==> config.mk <==
export PLATFORM = sky130hd
export DESIGN_NAME = operator_panel_value_entry
export DESIGN_NICKNAME = d
export VERILOG_FILES = /design/src/core/panel_entry_pkg.sv /design/src/core/symbol_step_if.sv /design/src/core/operator_panel_value_entry.sv /design/src/core/symbol_stepper.sv
export SDC_FILE = /design/constraint.sdc
export NUM_CORES = 1
export LEC_CHECK = 0
export BUFFER_PORTS_ARGS = -buffer_cell sky130_fd_sc_hd__buf_2
export CAP_MARGIN = 30
export CORE_MARGIN = 2
export CORE_UTILIZATION = 40
export CTS_CLUSTER_DIAMETER = 100
export DETAILED_ROUTE_END_ITERATION = 6
export SETUP_SLACK_MARGIN = 0.4
export SLEW_MARGIN = 20
export SYNTH_ARGS = -nofsm -noshare
export SYNTH_HDL_FRONTEND = slang
export SYNTH_SLANG_ARGS = --single-unit
==> constraint.sdc <==
create_clock -name sys_clk_in -period 23.9 [get_ports sys_clk_in]
set_input_delay 3.585 -clock sys_clk_in [delete_from_list [all_inputs] [get_ports sys_clk_in]]
set_output_delay 3.585 -clock sys_clk_in [all_outputs]
set_load 0.005 [all_outputs]
==> src/core/panel_entry_pkg.sv <==
/*
 * Shared constants, types and the symbol-set check for the two-button
 * value and text entry editor of the local operator panel.
 * Assumes ASCII character codes on the display line and a 100 MHz clock.
 */
package panel_entry_pkg;

    // Geometry of the editable top line
    localparam int POSITIONS = 8;             // Editable character cells
    localparam int LEN_W = 4;                 // Width of a length count 0..8
    localparam logic [2:0] FIRST_POS = 3'd0;  // Leftmost cell, where edits start
    localparam logic [2:0] EXP_POS = 3'd6;    // Seventh cell takes the exponent marker
    localparam logic [LEN_W-1:0] NUM_LEN = 4'd8;  // Number entry always uses all cells

    // Character codes
    localparam logic [7:0] CH_MINUS = 8'h2d;
    localparam logic [7:0] CH_DOT = 8'h2e;
    localparam logic [7:0] CH_SLASH = 8'h2f;
    localparam logic [7:0] CH_ZERO = 8'h30;
    localparam logic [7:0] CH_EIGHT = 8'h38;
    localparam logic [7:0] CH_NINE = 8'h39;
    localparam logic [7:0] CH_A = 8'h41;
    localparam logic [7:0] CH_EXP = 8'h45;
    localparam logic [7:0] CH_Y = 8'h59;
    localparam logic [7:0] CH_Z = 8'h5a;
    localparam logic [7:0] CH_SPACE = 8'h20;
    localparam logic [7:0] CH_STAR = 8'h2a;
    localparam logic [7:0] CH_LARROW = 8'h7f;  // Glyph code of the back-step arrow

    // Cursor blink timing
    localparam int CLK_PERIOD_NS = 10;
    localparam int BLINK_HALF_MS = 250;
    localparam int BLINK_HALF_CYCLES = BLINK_HALF_MS * 1000000 / CLK_PERIOD_NS;

    // Editor states, Gray along idle -> edit -> save
    typedef enum logic [1:0] {
        ST_IDLE = 2'b00,
        ST_EDIT = 2'b01,
        ST_SAVE = 2'b11
    } entry_state_t;

    // One line of characters, cell 0 in the low byte
    typedef logic [POSITIONS-1:0][7:0] line_t;

    // True when the symbol belongs to the set offered at this cell
    function automatic logic char_allowed(input logic [7:0] c, input logic text_mode,
                                          input logic [2:0] pos);
        logic digit;
        digit = (c >= CH_ZERO) && (c <= CH_NINE);
        if (text_mode) begin
            char_allowed = digit || ((c >= CH_A) && (c <= CH_Z)) || (c == CH_MINUS) ||
                           (c == CH_SLASH) || (c == CH_SPACE);
        end else begin
            char_allowed = digit || (c == CH_DOT) || ((c == CH_MINUS) && (pos == FIRST_POS)) ||
                           ((c == CH_EXP) && (pos == EXP_POS));
        end
    endfunction : char_allowed

endpackage : panel_entry_pkg

==> src/core/symbol_step_if.sv <==
/*
 * Carrier between the editor and its symbol stepper: the character under
 * the cursor, the mode and cell, and the symbol that one scroll gives.
 * Assumes both ends sit in the same clock domain; the path is combinational.
 */
`timescale 1ns/1ps
interface symbol_step_if;
    logic [7:0] cur_char;   // Character shown at the cursor
    logic text_mode;        // High for text entry, low for number entry
    logic [2:0] pos;        // Cursor cell
    logic [7:0] next_char;  // Symbol after one scroll press

    modport editor (output cur_char, output text_mode, output pos, input next_char);
    modport stepper (input cur_char, input text_mode, input pos, output next_char);
endinterface : symbol_step_if

==> src/core/operator_panel_value_entry.sv <==
/*
 * Two-button value and text entry editor of the local operator panel.
 * Edits up to eight characters on the top display line with a blinking
 * cursor, a scroll press to change the symbol and an enter press to accept.
 * Assumes button presses arrive already debounced as one-cycle pulses on
 * sys_clk_in, and that the display driver renders display_chars_out.
 */
// Functional notes
// - Eight editable cells for number entry
// - Number edit starts at leftmost cell
// - Character at cursor flashes
// - Scroll steps symbol, cursor stays
// - Enter accepts symbol, cursor moves right
// - Accepted decimal point zeroes cells right
// - Eighth cell accepted ends edit, save screen
// - Accepted left arrow steps cursor back
// - Minus offered only at leftmost cell
// - Exponent marker offered at seventh cell
// - Text uses item length, same key behaviour
// - Text offers letters, digits, dash, slash, space
// - Undisplayable text characters shown as asterisk
`timescale 1ns/1ps
module operator_panel_value_entry
    import panel_entry_pkg::*;
#(
    parameter int BLINK_CYCLES = BLINK_HALF_CYCLES  // Half period of the cursor blink
) (
    // Clock and reset
    input wire logic sys_clk_in,
    input wire logic rst_in,
    // Debounced buttons, one-cycle pulses
    input wire logic scroll_press_in,
    input wire logic enter_press_in,
    // Edit requests from the menu logic
    input wire logic start_number_in,
    input wire logic start_text_in,
    input wire logic [LEN_W-1:0] text_len_in,
    input wire line_t init_chars_in,
    input wire logic save_done_in,
    // Editor status
    output logic editing_out,
    output logic save_screen_out,
    output logic [2:0] cursor_out,
    output logic blink_on_out,
    // Display line and result
    output line_t display_chars_out,
    output line_t result_chars_out,
    output logic result_valid_out
);

    localparam int BLINK_W = $clog2(BLINK_CYCLES + 1);
    localparam logic [BLINK_W-1:0] BLINK_LAST = BLINK_W'(BLINK_CYCLES - 1);

    entry_state_t state_q, state_d;        // Editor state
    line_t buf_q, buf_d;                   // Characters being edited
    line_t loaded;                         // Initial text after asterisk substitution
    line_t filled;                         // Line with cells right of the cursor zeroed
    line_t disp_d;                         // Line with the cursor cell blanked when off
    line_t result_q;                       // Accepted line
    logic [2:0] cursor_q, cursor_d;        // Selected cell
    logic [LEN_W-1:0] len_q, len_d;        // Cells in use for this edit
    logic text_q, text_d;                  // Text entry when high
    logic [7:0] held_q, held_d;            // Character at the cursor before scrolling
    logic [BLINK_W-1:0] blink_cnt_q;       // Blink half-period counter
    logic blink_q;                         // Cursor character visible when high
    logic done_q;                          // Result pulse
    logic [7:0] cur_char;                  // Character under the cursor
    logic starting;                        // An edit begins this cycle
    logic start_text_mode;                 // Mode of the edit that begins
    logic in_edit;                         // Editor is active
    logic take_enter;                      // Enter acted on this cycle
    logic take_scroll;                     // Scroll acted on, enter has priority
    logic is_arrow;                        // Cursor shows the back-step arrow
    logic is_dot;                          // Number entry accepts a decimal point
    logic at_last;                         // Cursor on the last cell in use
    logic finish;                          // Last cell accepted
    logic moved;                           // Cursor moves or edit starts
    logic [LEN_W-1:0] clamp_len;           // Requested text length kept in 1..8

    symbol_step_if step ();

    symbol_stepper u_stepper (
        .step (step)
    );

    // Decode of the button actions
    assign in_edit = (state_q == ST_EDIT);
    assign starting = (state_q == ST_IDLE) && (start_number_in || start_text_in);
    assign start_text_mode = start_text_in && !start_number_in;
    assign cur_char = buf_q[cursor_q];
    assign take_enter = in_edit && enter_press_in;
    // Both buttons in one cycle: enter wins, scroll is dropped
    assign take_scroll = in_edit && scroll_press_in && !enter_press_in;
    assign is_arrow = (cur_char == CH_LARROW);
    assign is_dot = !text_q && (cur_char == CH_DOT);
    assign at_last = ({1'b0, cursor_q} == (len_q - 4'd1));
    assign finish = take_enter && !is_arrow && at_last;
    assign moved = starting || (take_enter && !finish);

    // Text length: zero means one cell, more than eight means eight
    assign clamp_len = (text_len_in == 4'd0) ? 4'd1 :
                       (text_len_in > NUM_LEN) ? NUM_LEN : text_len_in;

    // Stepper sees the character under the cursor
    assign step.cur_char = cur_char;
    assign step.text_mode = text_q;
    assign step.pos = cursor_q;

    // Per-cell load substitution, zero fill and cursor blanking
    generate
        for (genvar i = 0; i < POSITIONS; i++) begin : g_cell
            // Characters outside the offered set show as an asterisk
            assign loaded[i] = char_allowed(init_chars_in[i], start_text_mode, 3'(i)) ?
                               init_chars_in[i] : CH_STAR;
            // Cells right of an accepted point become zero
            assign filled[i] = (3'(i) > cursor_q) ? CH_ZERO : buf_q[i];
            // Cursor cell goes blank in the off half of the blink
            assign disp_d[i] = (in_edit && (3'(i) == cursor_q) && !blink_q) ?
                               CH_SPACE : buf_q[i];
        end
    endgenerate

    // Next line contents
    always_comb begin
        buf_d = buf_q;
        if (starting) begin
            buf_d = loaded;
        end else if (take_enter) begin
            if (is_arrow) begin
                buf_d[cursor_q] = held_q;       // Arrow is not stored
            end else if (is_dot) begin
                buf_d = filled;
            end
        end else if (take_scroll) begin
            buf_d[cursor_q] = step.next_char;
        end
    end

    // Next cursor, mode and length
    always_comb begin
        cursor_d = cursor_q;
        len_d = len_q;
        text_d = text_q;
        if (starting) begin
            cursor_d = FIRST_POS;
            text_d = start_text_mode;
            len_d = start_text_mode ? clamp_len : NUM_LEN;
        end else if (take_enter && is_arrow) begin
            // Back one cell; at the leftmost cell the cursor stays
            cursor_d = (cursor_q == FIRST_POS) ? FIRST_POS : cursor_q - 3'd1;
        end else if (take_enter && !at_last) begin
            cursor_d = cursor_q + 3'd1;
        end
    end

    // Character that the cursor finds on arrival, restored by an arrow
    assign held_d = moved ? buf_d[cursor_d] : held_q;

    // Editor state
    always_comb begin
        state_d = state_q;
        case (state_q)
            ST_IDLE: begin
                if (starting) begin
                    state_d = ST_EDIT;
                end
            end
            ST_EDIT: begin
                if (finish) begin
                    state_d = ST_SAVE;
                end
            end
            ST_SAVE: begin
                if (save_done_in) begin
                    state_d = ST_IDLE;
                end
            end
            default: begin
                state_d = ST_IDLE;
            end
        endcase
    end

    // Edit registers
    always_ff @(posedge sys_clk_in or posedge rst_in) begin
        if (rst_in) begin
            state_q <= ST_IDLE;
            buf_q <= '0;
            cursor_q <= FIRST_POS;
            len_q <= NUM_LEN;
            text_q <= 1'b0;
            held_q <= 8'h00;
        end else begin
            state_q <= state_d;
            buf_q <= buf_d;
            cursor_q <= cursor_d;
            len_q <= len_d;
            text_q <= text_d;
            held_q <= held_d;
        end
    end

    // Blink timer; restarts visible on every cursor move so the new cell shows at once
    always_ff @(posedge sys_clk_in or posedge rst_in) begin
        if (rst_in) begin
            blink_cnt_q <= '0;
            blink_q <= 1'b1;
        end else if (moved || !in_edit) begin
            blink_cnt_q <= '0;
            blink_q <= 1'b1;
        end else if (blink_cnt_q == BLINK_LAST) begin
            blink_cnt_q <= '0;
            blink_q <= !blink_q;
        end else begin
            blink_cnt_q <= blink_cnt_q + 1'b1;
        end
    end

    // Output registers; the result is held until the next finished edit
    always_ff @(posedge sys_clk_in or posedge rst_in) begin
        if (rst_in) begin
            display_chars_out <= '0;
            result_q <= '0;
            done_q <= 1'b0;
        end else begin
            display_chars_out <= disp_d;
            result_q <= finish ? buf_q : result_q;
            done_q <= finish;
        end
    end

    assign result_chars_out = result_q;
    assign result_valid_out = done_q;
    assign editing_out = in_edit;
    assign save_screen_out = (state_q == ST_SAVE);
    assign cursor_out = cursor_q;
    assign blink_on_out = blink_q;

    // Checks of the editing behaviour
    property p_num_len;
        @(posedge sys_clk_in) disable iff (rst_in)
        (state_q == ST_IDLE) && start_number_in |=> in_edit && (len_q == NUM_LEN) && !text_q;
    endproperty
    a_num_len: assert property (p_num_len) else $error("number edit not eight cells");

    property p_start_left;
        @(posedge sys_clk_in) disable iff (rst_in)
        starting |=> (cursor_q == FIRST_POS) && blink_q;
    endproperty
    a_start_left: assert property (p_start_left) else $error("edit not started leftmost");

    property p_blink;
        @(posedge sys_clk_in) disable iff (rst_in)
        in_edit && !moved && (blink_cnt_q == BLINK_LAST) |=> (blink_q != $past(blink_q));
    endproperty
    a_blink: assert property (p_blink) else $error("cursor did not toggle");

    property p_scroll_stays;
        @(posedge sys_clk_in) disable iff (rst_in)
        take_scroll |=> $stable(cursor_q) && (buf_q[cursor_q] != $past(cur_char));
    endproperty
    a_scroll_stays: assert property (p_scroll_stays) else $error("scroll misbehaved");

    property p_enter_right;
        @(posedge sys_clk_in) disable iff (rst_in)
        take_enter && !is_arrow && !at_last |=> (cursor_q == $past(cursor_q) + 3'd1) ##1
            (cursor_q != 3'd0 || in_edit);
    endproperty
    a_enter_right: assert property (p_enter_right) else $error("enter did not advance");

    property p_dot_fill;
        @(posedge sys_clk_in) disable iff (rst_in)
        take_enter && is_dot && !at_last |=> (buf_q[POSITIONS-1] == CH_ZERO);
    endproperty
    a_dot_fill: assert property (p_dot_fill) else $error("no zero fill after point");

    property p_finish_save;
        @(posedge sys_clk_in) disable iff (rst_in)
        finish |=> save_screen_out && result_valid_out ##1 !result_valid_out;
    endproperty
    a_finish_save: assert property (p_finish_save) else $error("no save screen");

    property p_arrow_back;
        @(posedge sys_clk_in) disable iff (rst_in)
        take_enter && is_arrow && (cursor_q != FIRST_POS) |=> in_edit &&
            (cursor_q == $past(cursor_q) - 3'd1);
    endproperty
    a_arrow_back: assert property (p_arrow_back) else $error("arrow did not step back");

    property p_minus_left;
        @(posedge sys_clk_in) disable iff (rst_in)
        take_scroll && !text_q && (cursor_q != FIRST_POS) |=> (buf_q[cursor_q] != CH_MINUS);
    endproperty
    a_minus_left: assert property (p_minus_left) else $error("minus offered off left");

    property p_exp_seventh;
        @(posedge sys_clk_in) disable iff (rst_in)
        take_scroll && is_dot && (cursor_q == EXP_POS) |=> (buf_q[EXP_POS] == CH_EXP);
    endproperty
    a_exp_seventh: assert property (p_exp_seventh) else $error("no exponent marker");

    property p_text_len;
        @(posedge sys_clk_in) disable iff (rst_in)
        starting && start_text_mode && (text_len_in == 4'd3) |=> text_q && (len_q == 4'd3);
    endproperty
    a_text_len: assert property (p_text_len) else $error("text length not taken");

    property p_text_set;
        @(posedge sys_clk_in) disable iff (rst_in)
        take_scroll && text_q && (cur_char == CH_NINE) |=> (buf_q[cursor_q] == CH_MINUS);
    endproperty
    a_text_set: assert property (p_text_set) else $error("dash missing after nine");

    property p_star;
        @(posedge sys_clk_in) disable iff (rst_in)
        starting && start_text_mode && (init_chars_in[1] >= 8'h61) && (init_chars_in[1] <= 8'h7a)
            |=> (buf_q[1] == CH_STAR);
    endproperty
    a_star: assert property (p_star) else $error("undisplayable not starred");

    property p_wrap;
        @(posedge sys_clk_in) disable iff (rst_in)
        take_scroll && text_q && is_arrow |=> (buf_q[cursor_q] == CH_A);
    endproperty
    a_wrap: assert property (p_wrap) else $error("text set did not wrap");

endmodule : operator_panel_value_entry

==> src/core/symbol_stepper.sv <==
/*
 * Symbol stepper: gives the next symbol of the scroll sequence for the
 * character under the cursor. Purely combinational.
 * Assumes the editor registers whatever it takes from next_char.
 */
`timescale 1ns/1ps
module symbol_stepper
    import panel_entry_pkg::*;
(
    // Link to the editor
    symbol_step_if.stepper step
);

    logic [7:0] c;            // Current symbol
    logic [7:0] after_dot;    // Number symbol that follows the decimal point
    logic [7:0] num_next;     // Next symbol in number entry
    logic [7:0] text_next;    // Next symbol in text entry
    logic known;              // Current symbol is part of the offered set

    assign c = step.cur_char;
    assign known = char_allowed(c, step.text_mode, step.pos);
    // Minus only at the leftmost cell, exponent only at the seventh
    assign after_dot = (step.pos == FIRST_POS) ? CH_MINUS :
                       (step.pos == EXP_POS) ? CH_EXP : CH_LARROW;

    // Number order: 0..9 . (-) (E) arrow, then back to 0
    always_comb begin
        if (!known) begin
            num_next = CH_ZERO;               // Unknown or arrow restarts the set
        end else if ((c >= CH_ZERO) && (c <= CH_EIGHT)) begin
            num_next = c + 8'h01;
        end else if (c == CH_NINE) begin
            num_next = CH_DOT;
        end else if (c == CH_DOT) begin
            num_next = after_dot;
        end else begin
            num_next = CH_LARROW;             // After minus or exponent marker
        end
    end

    // Text order: A..Z 0..9 - / space arrow, then back to A
    always_comb begin
        if (!known) begin
            text_next = CH_A;
        end else if (((c >= CH_A) && (c <= CH_Y)) || ((c >= CH_ZERO) && (c <= CH_EIGHT))) begin
            text_next = c + 8'h01;
        end else if (c == CH_Z) begin
            text_next = CH_ZERO;
        end else if (c == CH_NINE) begin
            text_next = CH_MINUS;
        end else if (c == CH_MINUS) begin
            text_next = CH_SLASH;
        end else if (c == CH_SLASH) begin
            text_next = CH_SPACE;
        end else begin
            text_next = CH_LARROW;            // After space
        end
    end

    assign step.next_char = step.text_mode ? text_next : num_next;

endmodule : symbol_stepper

* Yosys cells after proc, flatten, opt, wreduce, memory -nomap -nowiden
Index checks and enable logic that the tools add are counted.
** Storage, ports and cells
- Flip-flop bits (word level) :: 237
- Input bits :: 75
- Output and inout bits :: 135
- Word-level logic and storage cells :: 333
** Operators by class
- Add/subtract/negate cells :: 5
- $lt $le $gt $ge :: 50
- Equal/unequal tests :: 56
- Mux-type cells :: 74
- Reductions and logical operators :: 116
** Operator list (number)
- $mux 64 :: 5
- $mux 8 :: 38
- $eq 8x6->1 const B :: 37
- $bwmux 64 :: 2
- $le 8x6->1 const B :: 10
- $le 8x7->1 const B :: 10
- $ge 8x6->1 const B :: 9
- $ge 8x7->1 const B :: 9
- $logic_or 1x1->1 :: 53
- $logic_and 1x1->1 :: 50
- $mux 25 :: 2
- $bmux 8 s3 :: 2
- $eq 8x7->1 const B :: 4
- $add 25x1->25 const B :: 1
- $eq 25x25->1 const B :: 1
- $demux 8 s3 :: 1
- $eq 3x3->1 const A :: 4
- $gt 3x3->1 const A :: 4
- $mux 3 :: 4
- $mux 4 :: 3
- $mux 1 :: 11
- $add 8x1->8 const B :: 1
- $logic_not 1->1 :: 8
- $lt 3x4->1 const B :: 2
- other kinds (24) :: 30

* Longest topological paths before layout
Gate-level depths: netlist (run 1).
- Depth in word-level cells :: 17
- Gate-level depth with buffers :: 19
- Gate-level depth less buffers :: 15

* By module
From an unflattened synthesis (run 1), not the netlist that was laid out.
** Second synthesis, totals
- Cell total of the unflattened synthesis :: 1367
- Area total of the unflattened synthesis :: 13459.2 µm²
** Modules (own cells, without submodules)
- operator_panel_value_entry :: times used 1, cells each 1272, area each 12806.0 µm², seq. area each 5933.2 µm²
- symbol_stepper :: times used 1, cells each 95, area each 653.1 µm², seq. area each 0.0 µm²

* Worst setup path after synthesis (run 1)
OpenSTA, ideal clock, no wires.
- Path type :: input to register
- Start :: input port enter_press_in
- End :: register held_q[3]
- Setup time :: 0.124 ns
- Arrival :: 5.556 ns
- Data required time :: 23.776 ns
- Slack :: 18.220 ns
- Stages on the path :: 11
- Path buffers :: 1
- Path through :: nand2_1 -> a31oi_1 -> mux2i_1 -> a211oi_1 -> nor2_2 -> clkinv_1 -> buf_2 -> nor2_1 -> nand2_1 -> o22ai_1 -> nor3_1
** On the way
- Word-level cells in the longest chain between the ends :: 7
- Elaborated cells on any way between the ends :: 18
** RTL lines
- from (decl) :: RTL line operator_panel_value_entry.sv:33 : input wire logic enter_press_in,
- $logic_and 1x1->1 * :: RTL line operator_panel_value_entry.sv:91 : assign take_enter = in_edit && enter_press_in;
- $logic_and 1x1->1 :: RTL line operator_panel_value_entry.sv:151 : end else if (take_enter && !at_last) begin
- $mux 3 :: RTL line operator_panel_value_entry.sv:151
- $mux 3 * :: RTL line operator_panel_value_entry.sv:148 : end else if (take_enter && is_arrow) begin
- $mux 3 * :: RTL line operator_panel_value_entry.sv:144 : if (starting) begin
- via cursor_d[1] :: RTL line operator_panel_value_entry.sv:60 : logic [2:0] cursor_q, cursor_d;
- $bmux 8 s3 * :: RTL line operator_panel_value_entry.sv:157 : assign held_d = moved ? buf_d[cursor_d] : held_q;
- $mux 8 (not written as such) * :: RTL line operator_panel_value_entry.sv:157
- to (signal assigned) :: RTL line operator_panel_value_entry.sv:199 : held_q <= held_d;
- to (decl) :: RTL line operator_panel_value_entry.sv:63 : logic [7:0] held_q, held_d;
Mark *: on every way through the listed nets, which the timed path passes. The rest lies on a longest branch. The select of a mux whose other input is x is not followed.
A chain may end at the register's enable or synchronous reset.

* Worst setup path in the final report (run 1)
- Start :: input port enter_press_in
- End :: register held_q[3]
** On the way
- Word-level cells in the longest chain between the ends :: 7
- Elaborated cells on any way between the ends :: 18
** RTL lines (RTL line)
- $logic_not 1->1 or $logic_and 1x1->1 (tied branches) :: operator_panel_value_entry.sv:93, operator_panel_value_entry.sv:91
- $logic_and 1x1->1, on equally long branches :: operator_panel_value_entry.sv:93, operator_panel_value_entry.sv:151
- $mux 64 or $mux 3 (tied branches) :: operator_panel_value_entry.sv:134, operator_panel_value_entry.sv:151
- $mux 64 or $mux 3 (tied branches) :: operator_panel_value_entry.sv:128, operator_panel_value_entry.sv:148
- $mux 64 or $mux 3 (tied branches) :: operator_panel_value_entry.sv:126, operator_panel_value_entry.sv:144
- $bmux 8 s3 :: operator_panel_value_entry.sv:157
- $mux 8 (not written as such) :: operator_panel_value_entry.sv:157
Parallel ways exist; a longest one is shown, timed or not. The select of a mux whose other input is x is not followed.

==> results of run 1 <==
-- routing by layer --
| metal | part of all wire | routed length (um) | vias up |
|---|---|---|---|
| met5 | 0.0011 | 57 | - |
| met4 | 0.043 | 2180 | 2 |
| met3 | 0.10 | 5120 | 140 |
| met2 | 0.43 | 22000 | 737 |
| met1 | 0.43 | 21700 | 6002 |
| li1 | - | - | 5451 |
-- through the flow --
stage / power (mW) / cell area, um^2
2_1_floorplan: 1.25 / 13300
3_3_place_gp: 1.67 / 14800
3_5_place_dp: 1.66 / 14800
4_1_cts: 2.12 / 15800
5_1_grt: 2.23 / 15800
6_report: 2.15 / 15800
-- kinds of logic after synthesis --
family,count (synthesis)
compound gates,379
xor+xnor,32
fa+ha+maj,14
buf+inv,89
flops,237
mux,109
simple gates,502
-- cells in the final DEF (no fill, tap or decap), types with 10 or more instances in the layout --
cell | Yosys | final
a22oi_1 | 16 | 16
dfrtp_1 | 235 | 234
and2_1 | 39 | 39
ha_1 | 14 | 14
mux2_2 | 72 | 72
o21ai_1 | 11 | 11
and3_1 | 12 | 12
nor2b_1 | 34 | 34
a221oi_1 | 14 | 14
a21oi_1 | 88 | 88
nand3_1 | 35 | 35
a22o_1 | 11 | 11
nor4_1 | 10 | 10
nand2_1 | 120 | 120
nand2b_1 | 15 | 15
nor3_1 | 34 | 33
nor2_1 | 130 | 129
clkbuf_16 | 0 | 27
o21ai_0 | 54 | 53
buf_4 | 4 | 18
xor2_1 | 18 | 18
a221o_1 | 17 | 17
buf_2 | 8 | 209
o211ai_1 | 23 | 23
o22ai_1 | 18 | 18
inv_1 | 28 | 27
a31oi_1 | 14 | 14
mux2i_1 | 28 | 28
xnor2_1 | 14 | 14
-- final timing paths --
path,from,end,slack (ps),depth (start not counted)
setup / recovery,enter_press_in,held_q[3],17680,13
min in group asynchronous,rst_in,display_chars_out[51],3160,2
hold / removal,blink_cnt_q[0],blink_cnt_q[0],480,1
hold reg to reg,blink_cnt_q[0],blink_cnt_q[0],480,1
max in group asynchronous,rst_in,cursor_out[0],19300,3
setup reg to reg,cursor_out[2],held_q[0],18150,16
-- area by class of cell --
cell class                 count  area, um^2  share of cell area
clock inverter                19         240              0.0152
inverter                      32         128             0.00807
tap                          442         553              0.0350
sequential                   237        5930               0.375
timing repair buffer         228        1210              0.0764
multi-input combinational   1036        7040               0.445
clock buffer                  30         717              0.0453
-- power by group through the flow --
stage,logic (mW),clock network (mW),registers [mW]
finish,0.998,0.450,0.701
global route,1.06,0.474,0.705
CTS,0.972,0.456,0.690
detailed placement,0.967,0,0.697
global placement,0.969,0,0.698
floorplan,0.649,0,0.605
-- flip-flops by register name, summed over array words and instances, names as in the netlist --
signal,cells
blink_cnt_q,25
blink_on_out,1
buf_q,64
cursor_out,3
display_chars_out,64
held_q,8
len_q,4
result_chars_out,64
result_valid_out,1
state_q,2
step.text_mode,1
==> summary.txt, run 1 <==
Pwr
  – PwrDens: 136 mW/mm^2
  – Switch share: 0.458
  – Net Switching: 0.985 mW
  – P_leak: 7.25 nW
  – Clock Power Share: 0.209
  – Maximum vdd drop: 0.0594 mV
  – Comb power frac: 0.465
  – Int Pwr: 1.16 mW
  – Seq pwr share: 0.326

Finish
  – Layout Cells excl Fill: 2024
  – Final Core Density: 0.484
  – Net count, final: 1651
  – Diode count: 0
  – Fillers: 3179
  – Area Overhead vs Synth: 18.5%
  – Ratio of cells with drive above 1 in the final layout: 0.258

Timing
  – Final Hold Vio Count: 0
  – Final setup viols: 0
  – Tcrit/Tclk final: 0.260
  – Clk_skew: 24.8 ps
  – Final Max Tran Viols: 0
  – Setup TNS: 0 ps
  – Final WS setup: 17680 ps
  – Max-slew headroom: 0.299
  – Worst slew pin tran: 1030 ps
  – Smallest hold slack: 479 ps
  – Fin crit period: 6220 ps
  – Max Clk Rate: 161 MHz
  – Unrepaired setup endpoints after global routing: false

Routing
  – DRC violations left: 0
  – TritonRoute pass-1 iters: 6
  – Wire per inst: 25.2 um
  – 1st-iter DRT viols: 1637
  – Final ANT Viol Nets: 0
  – Vias per Instance: 6.09
  – Vias: 12300
  – Final WL: 51000 um

Setup path
  – Worst Path Arrival: 6650 ps
  – Crit-path leading delay family: buffers and inverters
  – WS Path Type: in2reg
  – Crit path max fanout: 27
  – Crit end category: register
  – CP Cell Sequence: buf_2, nand2_1, buf_4, a31oi_1, mux2i_1, a211oi_1, nor2_2, buf_4, clkinv_1, nor2_1, nand2_1, o22ai_1, nor3_1
  – Crit path largest cell delay: 510 ps
  – Critical Path RT: 24320 ps
  – Slowest cell on the critical path: a31oi_1
  – CP Launch Type: input port
  – Buf/Inv on CP: 4

Clock network
  – CTS Buf Count: 27
  – Htree depth: 1
  – Setup Fix Bufs, Post-CTS: 0
  – Worst-path clk slew: 60 ps
  – Max clock buf depth: 3
  – CTS tree: done
  – Clock root buffer master: clkbuf_16
  – Number of hold buffers added after cts: 0
  – # clock sinks: 237
  – Clock latency at the later pin of the worst-skew pair: 560 ps
  – PostCTS Resize Cnt: 0

Yosys
  – Synth top area share: 0.441
  – Main synth FF type: dfrtp_1
  – Post-synthesis mux area share: 0.0946
  – Sequential-to-total area share from yosys stat: 0.445
  – Post-synth ARST share: 1.00
  – Syn avg cell area: 9.80 um^2
  – Synth Area in Compound Gates: 0.202
  – Register bit total from synthesis: 237
  – Synth Area in Adders: 0.0131
  – Gate Count Post-Synth: 1362
  – Synthesized area: 0.0133 mm^2
  – Post-synthesis net count: 1451
  – Post-Synth XOR/XNOR Area: 0.0210
  – Post-synth EDFFs: 0
  – Most area-consuming cells after synthesis: dfrtp_1 44%, mux2_2 6.1%, nor2_1 3.7%
  – Ys Warns: 0
  – Netlist cell types: 100
  – Count leader, synth: dfrtp_1
  – Leading area contributor after synthesis: dfrtp_1
  – Simple-gate portion of the synthesized area: 0.196
  – Largest family of logic cells by synthesized area: compound AO/OA/AOI/OAI gates
  – Commonest cells in the netlist: 235 x dfrtp_1, 130 x nor2_1, 120 x nand2_1

Placed design
  – Dpl hpwl: 36900 um
  – Pre-CTS setup slack: 17260 ps
  – Final RePlAce weighted congestion: 1.01
  – Placed cell count: 1974
  – I/O Buffers: 209

Global route
  – Largest net degree at the start of global routing: 98
  – Peak-usage layer in the global routing report: met2
  – Global-route wire length before repair: 76300 um
  – Antenna violations before repair: 2
  – Met2 Track Usage GR: 0.424
  – Number of global-route vias before repair: 11800
  – GR Util met3: 0.0559
  – GR Overflow Total: 0
  – Overall Global Routing Usage: 0.286
  – Met1 Use GR: 0.410

Die
  – Die H: 187 um
  – Starting Density: 0.408
  – DIE AREA: 0.0348 mm^2
  – Core Footprint: 0.0327 mm^2
  – FP Rows: 66
  – Die width: 187 um
  – # IOs: 210

Run status
  – Status: complete, no violations

Worst hold path
  – Worst min-delay path class: reg2reg

Flow run
  – Maximum Capacitance Violations: 0
(Power assumes the default switching activity.)
==> run 2: changes to the inputs <==
- clock period: 23.9 -> 6.3 ns (I/O delays scaled with it)
==> summary.txt, run 2 (same netlist as run 1, synthesis figures left out) <==
Run status
  – Status: complete, no violations (unchanged)

Clock network
  – Setup Fix Bufs, Post-CTS: 0 (unchanged)
  – Number of hold buffers added after cts: 0 (unchanged)
  – CTS tree: done (unchanged)
  – Clock root buffer master: clkbuf_16 (unchanged)
  – PostCTS Resize Cnt: 0 (unchanged)
  – Htree depth: 1 (unchanged)
  – Max clock buf depth: 3 (unchanged)
  – # clock sinks: 237 (unchanged)
  – Worst-path clk slew: 70 ps (was 60 ps)
  – Clock latency at the later pin of the worst-skew pair: 560 ps (about the same)
  – CTS Buf Count: 27 (unchanged)

Routing
  – Vias per Instance: 6.11 (was 6.09)
  – Wire per inst: 25.1 um (was 25.2 um)
  – 1st-iter DRT viols: 1671 (was 1637)
  – DRC violations left: 0 (unchanged)
  – Final ANT Viol Nets: 0 (unchanged)
  – Final WL: 50800 um (was 51000 um)
  – Vias: 12400 (was 12300)
  – TritonRoute pass-1 iters: 6 (unchanged)

Placed design
  – I/O Buffers: 209 (unchanged)
  – Placed cell count: 1977 (was 1974)
  – DP Area: 0.0149 mm^2 (was 0.0148 mm^2)
  – Dpl hpwl: 37900 um (was 36900 um)
  – Final RePlAce weighted congestion: 1.01 (about the same)

Pwr
  – Maximum vdd drop: 0.278 mV (was 0.0594 mV)
  – PwrDens: 515 mW/mm^2 (was 136 mW/mm^2)
  – P_leak: 7.23 nW (was 7.25 nW)

Timing
  – Setup TNS: 0 ps (unchanged)
  – Fin crit period: 5290 ps
  – Max Clk Rate: 189 MHz
  – Worst slew pin tran: 924 ps (was 1030 ps)
  – Clk_skew: 23.9 ps (was 24.8 ps)
  – Unrepaired setup endpoints after global routing: false (unchanged)
  – Tcrit/Tclk final: 0.839
  – Final Max Tran Viols: 0 (unchanged)
  – Final setup viols: 0 (unchanged)
  – Max-slew headroom: 0.382 (was 0.299)
  – Final Hold Vio Count: 0 (unchanged)

Setup path
  – WS Path Type: reg2reg (was in2reg)
  – Crit end category: register (unchanged)
  – Slowest cell on the critical path: dfrtp_1 (was a31oi_1)
  – Critical Path RT: 6770 ps (was 24320 ps)
  – Crit-path leading delay family: compound AO/OA/AOI/OAI gates (was buffers and inverters)
  – Crit path largest cell delay: 740 ps (was 510 ps)
  – CP Cell Sequence: buf_4, mux2i_1, o211ai_1, a22oi_2, inv_1, ha_1, inv_1, nor3_1, o41ai_1, or3_1, a32o_1, a22o_1, o21ai_0, a2111oi_0, a21oi_1, o211ai_1 (was buf_2, nand2_1, buf_4, a31oi_1, mux2i_1, a211oi_1, nor2_2, buf_4, clkinv_1, nor2_1, nand2_1, o22ai_1, nor3_1)
  – Worst Path Arrival: 5750 ps (was 6650 ps)
  – CP Launch Type: register (was input port)
  – Buf/Inv on CP: 3 (was 4)
  – Crit path max fanout: 21 (was 27)

Die
  – Die width: 187 um (unchanged)
  – Starting Density: 0.408 (unchanged)
  – Core Footprint: 0.0327 mm^2 (unchanged)
  – DIE AREA: 0.0348 mm^2 (unchanged)
  – # IOs: 210 (unchanged)
  – Die H: 187 um (unchanged)
  – FP Rows: 66 (unchanged)

Global route
  – Number of global-route vias before repair: 11800 (about the same)
  – Global-route wire length before repair: 75200 um (was 76300 um)
  – Overall Global Routing Usage: 0.284 (was 0.286)
  – Largest net degree at the start of global routing: 145 (was 98)
  – Antenna violations before repair: 2 (unchanged)
  – GR Overflow Total: 0 (unchanged)

Finish
  – Final Core Density: 0.483 (was 0.484)
  – Leading cell type in the layout, fill and taps excluded: dfrtp_1 (unchanged)
  – Diode count: 0 (unchanged)
  – Layout Cells excl Fill: 2026 (was 2024)
  – Net count, final: 1653 (was 1651)
  – Area Overhead vs Synth: 18.4% (was 18.5%)
  – Final Instance Area: 0.0158 mm^2 (about the same)
  – Most frequent cells in the layout: 234 x dfrtp_1, 209 x buf_2, 129 x nor2_1 (unchanged)
  – Ratio of cells with drive above 1 in the final layout: 0.256 (was 0.258)

Flow run
  – Maximum Capacitance Violations: 0 (unchanged)

Worst hold path
  – Worst min-delay path class: reg2reg (unchanged)
run 2: stage by stage:
step	setup WS [ps]	hold WS, ps	total power [mW]
after floorplan	2250	447	4.76
final	1010	486	8.13
after global placement	1170	473	6.39
after global routing	674	502	8.47
after CTS	1150	489	8.01
after detailed placement	1160	480	6.36
run 2: layout make-up:
class / count / area (um^2)
fill: 3132 / 16900
multi-input combinational: 1036 / 7050
sequential: 237 / 5930
timing repair buffer: 230 / 1230
clock buffer: 35 / 726
tap: 442 / 553
clock inverter: 14 / 186
inverter: 32 / 124
run 2: path summary, 6_finish.rpt:
check	start	end	slack (ps)	cells after the start
max	cursor_out[2]	held_q[1]	1010	16
min	blink_cnt_q[0]	blink_cnt_q[0]	490	1
max reg2reg	cursor_out[2]	held_q[1]	1010	16
min reg2reg	blink_cnt_q[0]	blink_cnt_q[0]	490	1
max in group asynchronous	rst_in	cursor_out[0]	4410	3
min in group asynchronous	rst_in	display_chars_out[51]	510	2
run 2: per-layer routing:
layer	global-route usage	wire, um	share of wire	vias up
met4	0.112	2180	0.043	0
met3	0.0745	5400	0.11	160
li1	-	-	-	5460
met5	0	0	0	-
met1	0.395	21400	0.42	6081
met2	0.423	21800	0.43	669
run 2: power by group:
part	leakage, nW	internal (mW)	switching [mW]
Combinational	3.68	1.44	2.31
Sequential	3.10	1.99	0.755
Clock	0.444	0.977	0.661
Total	7.23	4.41	3.73
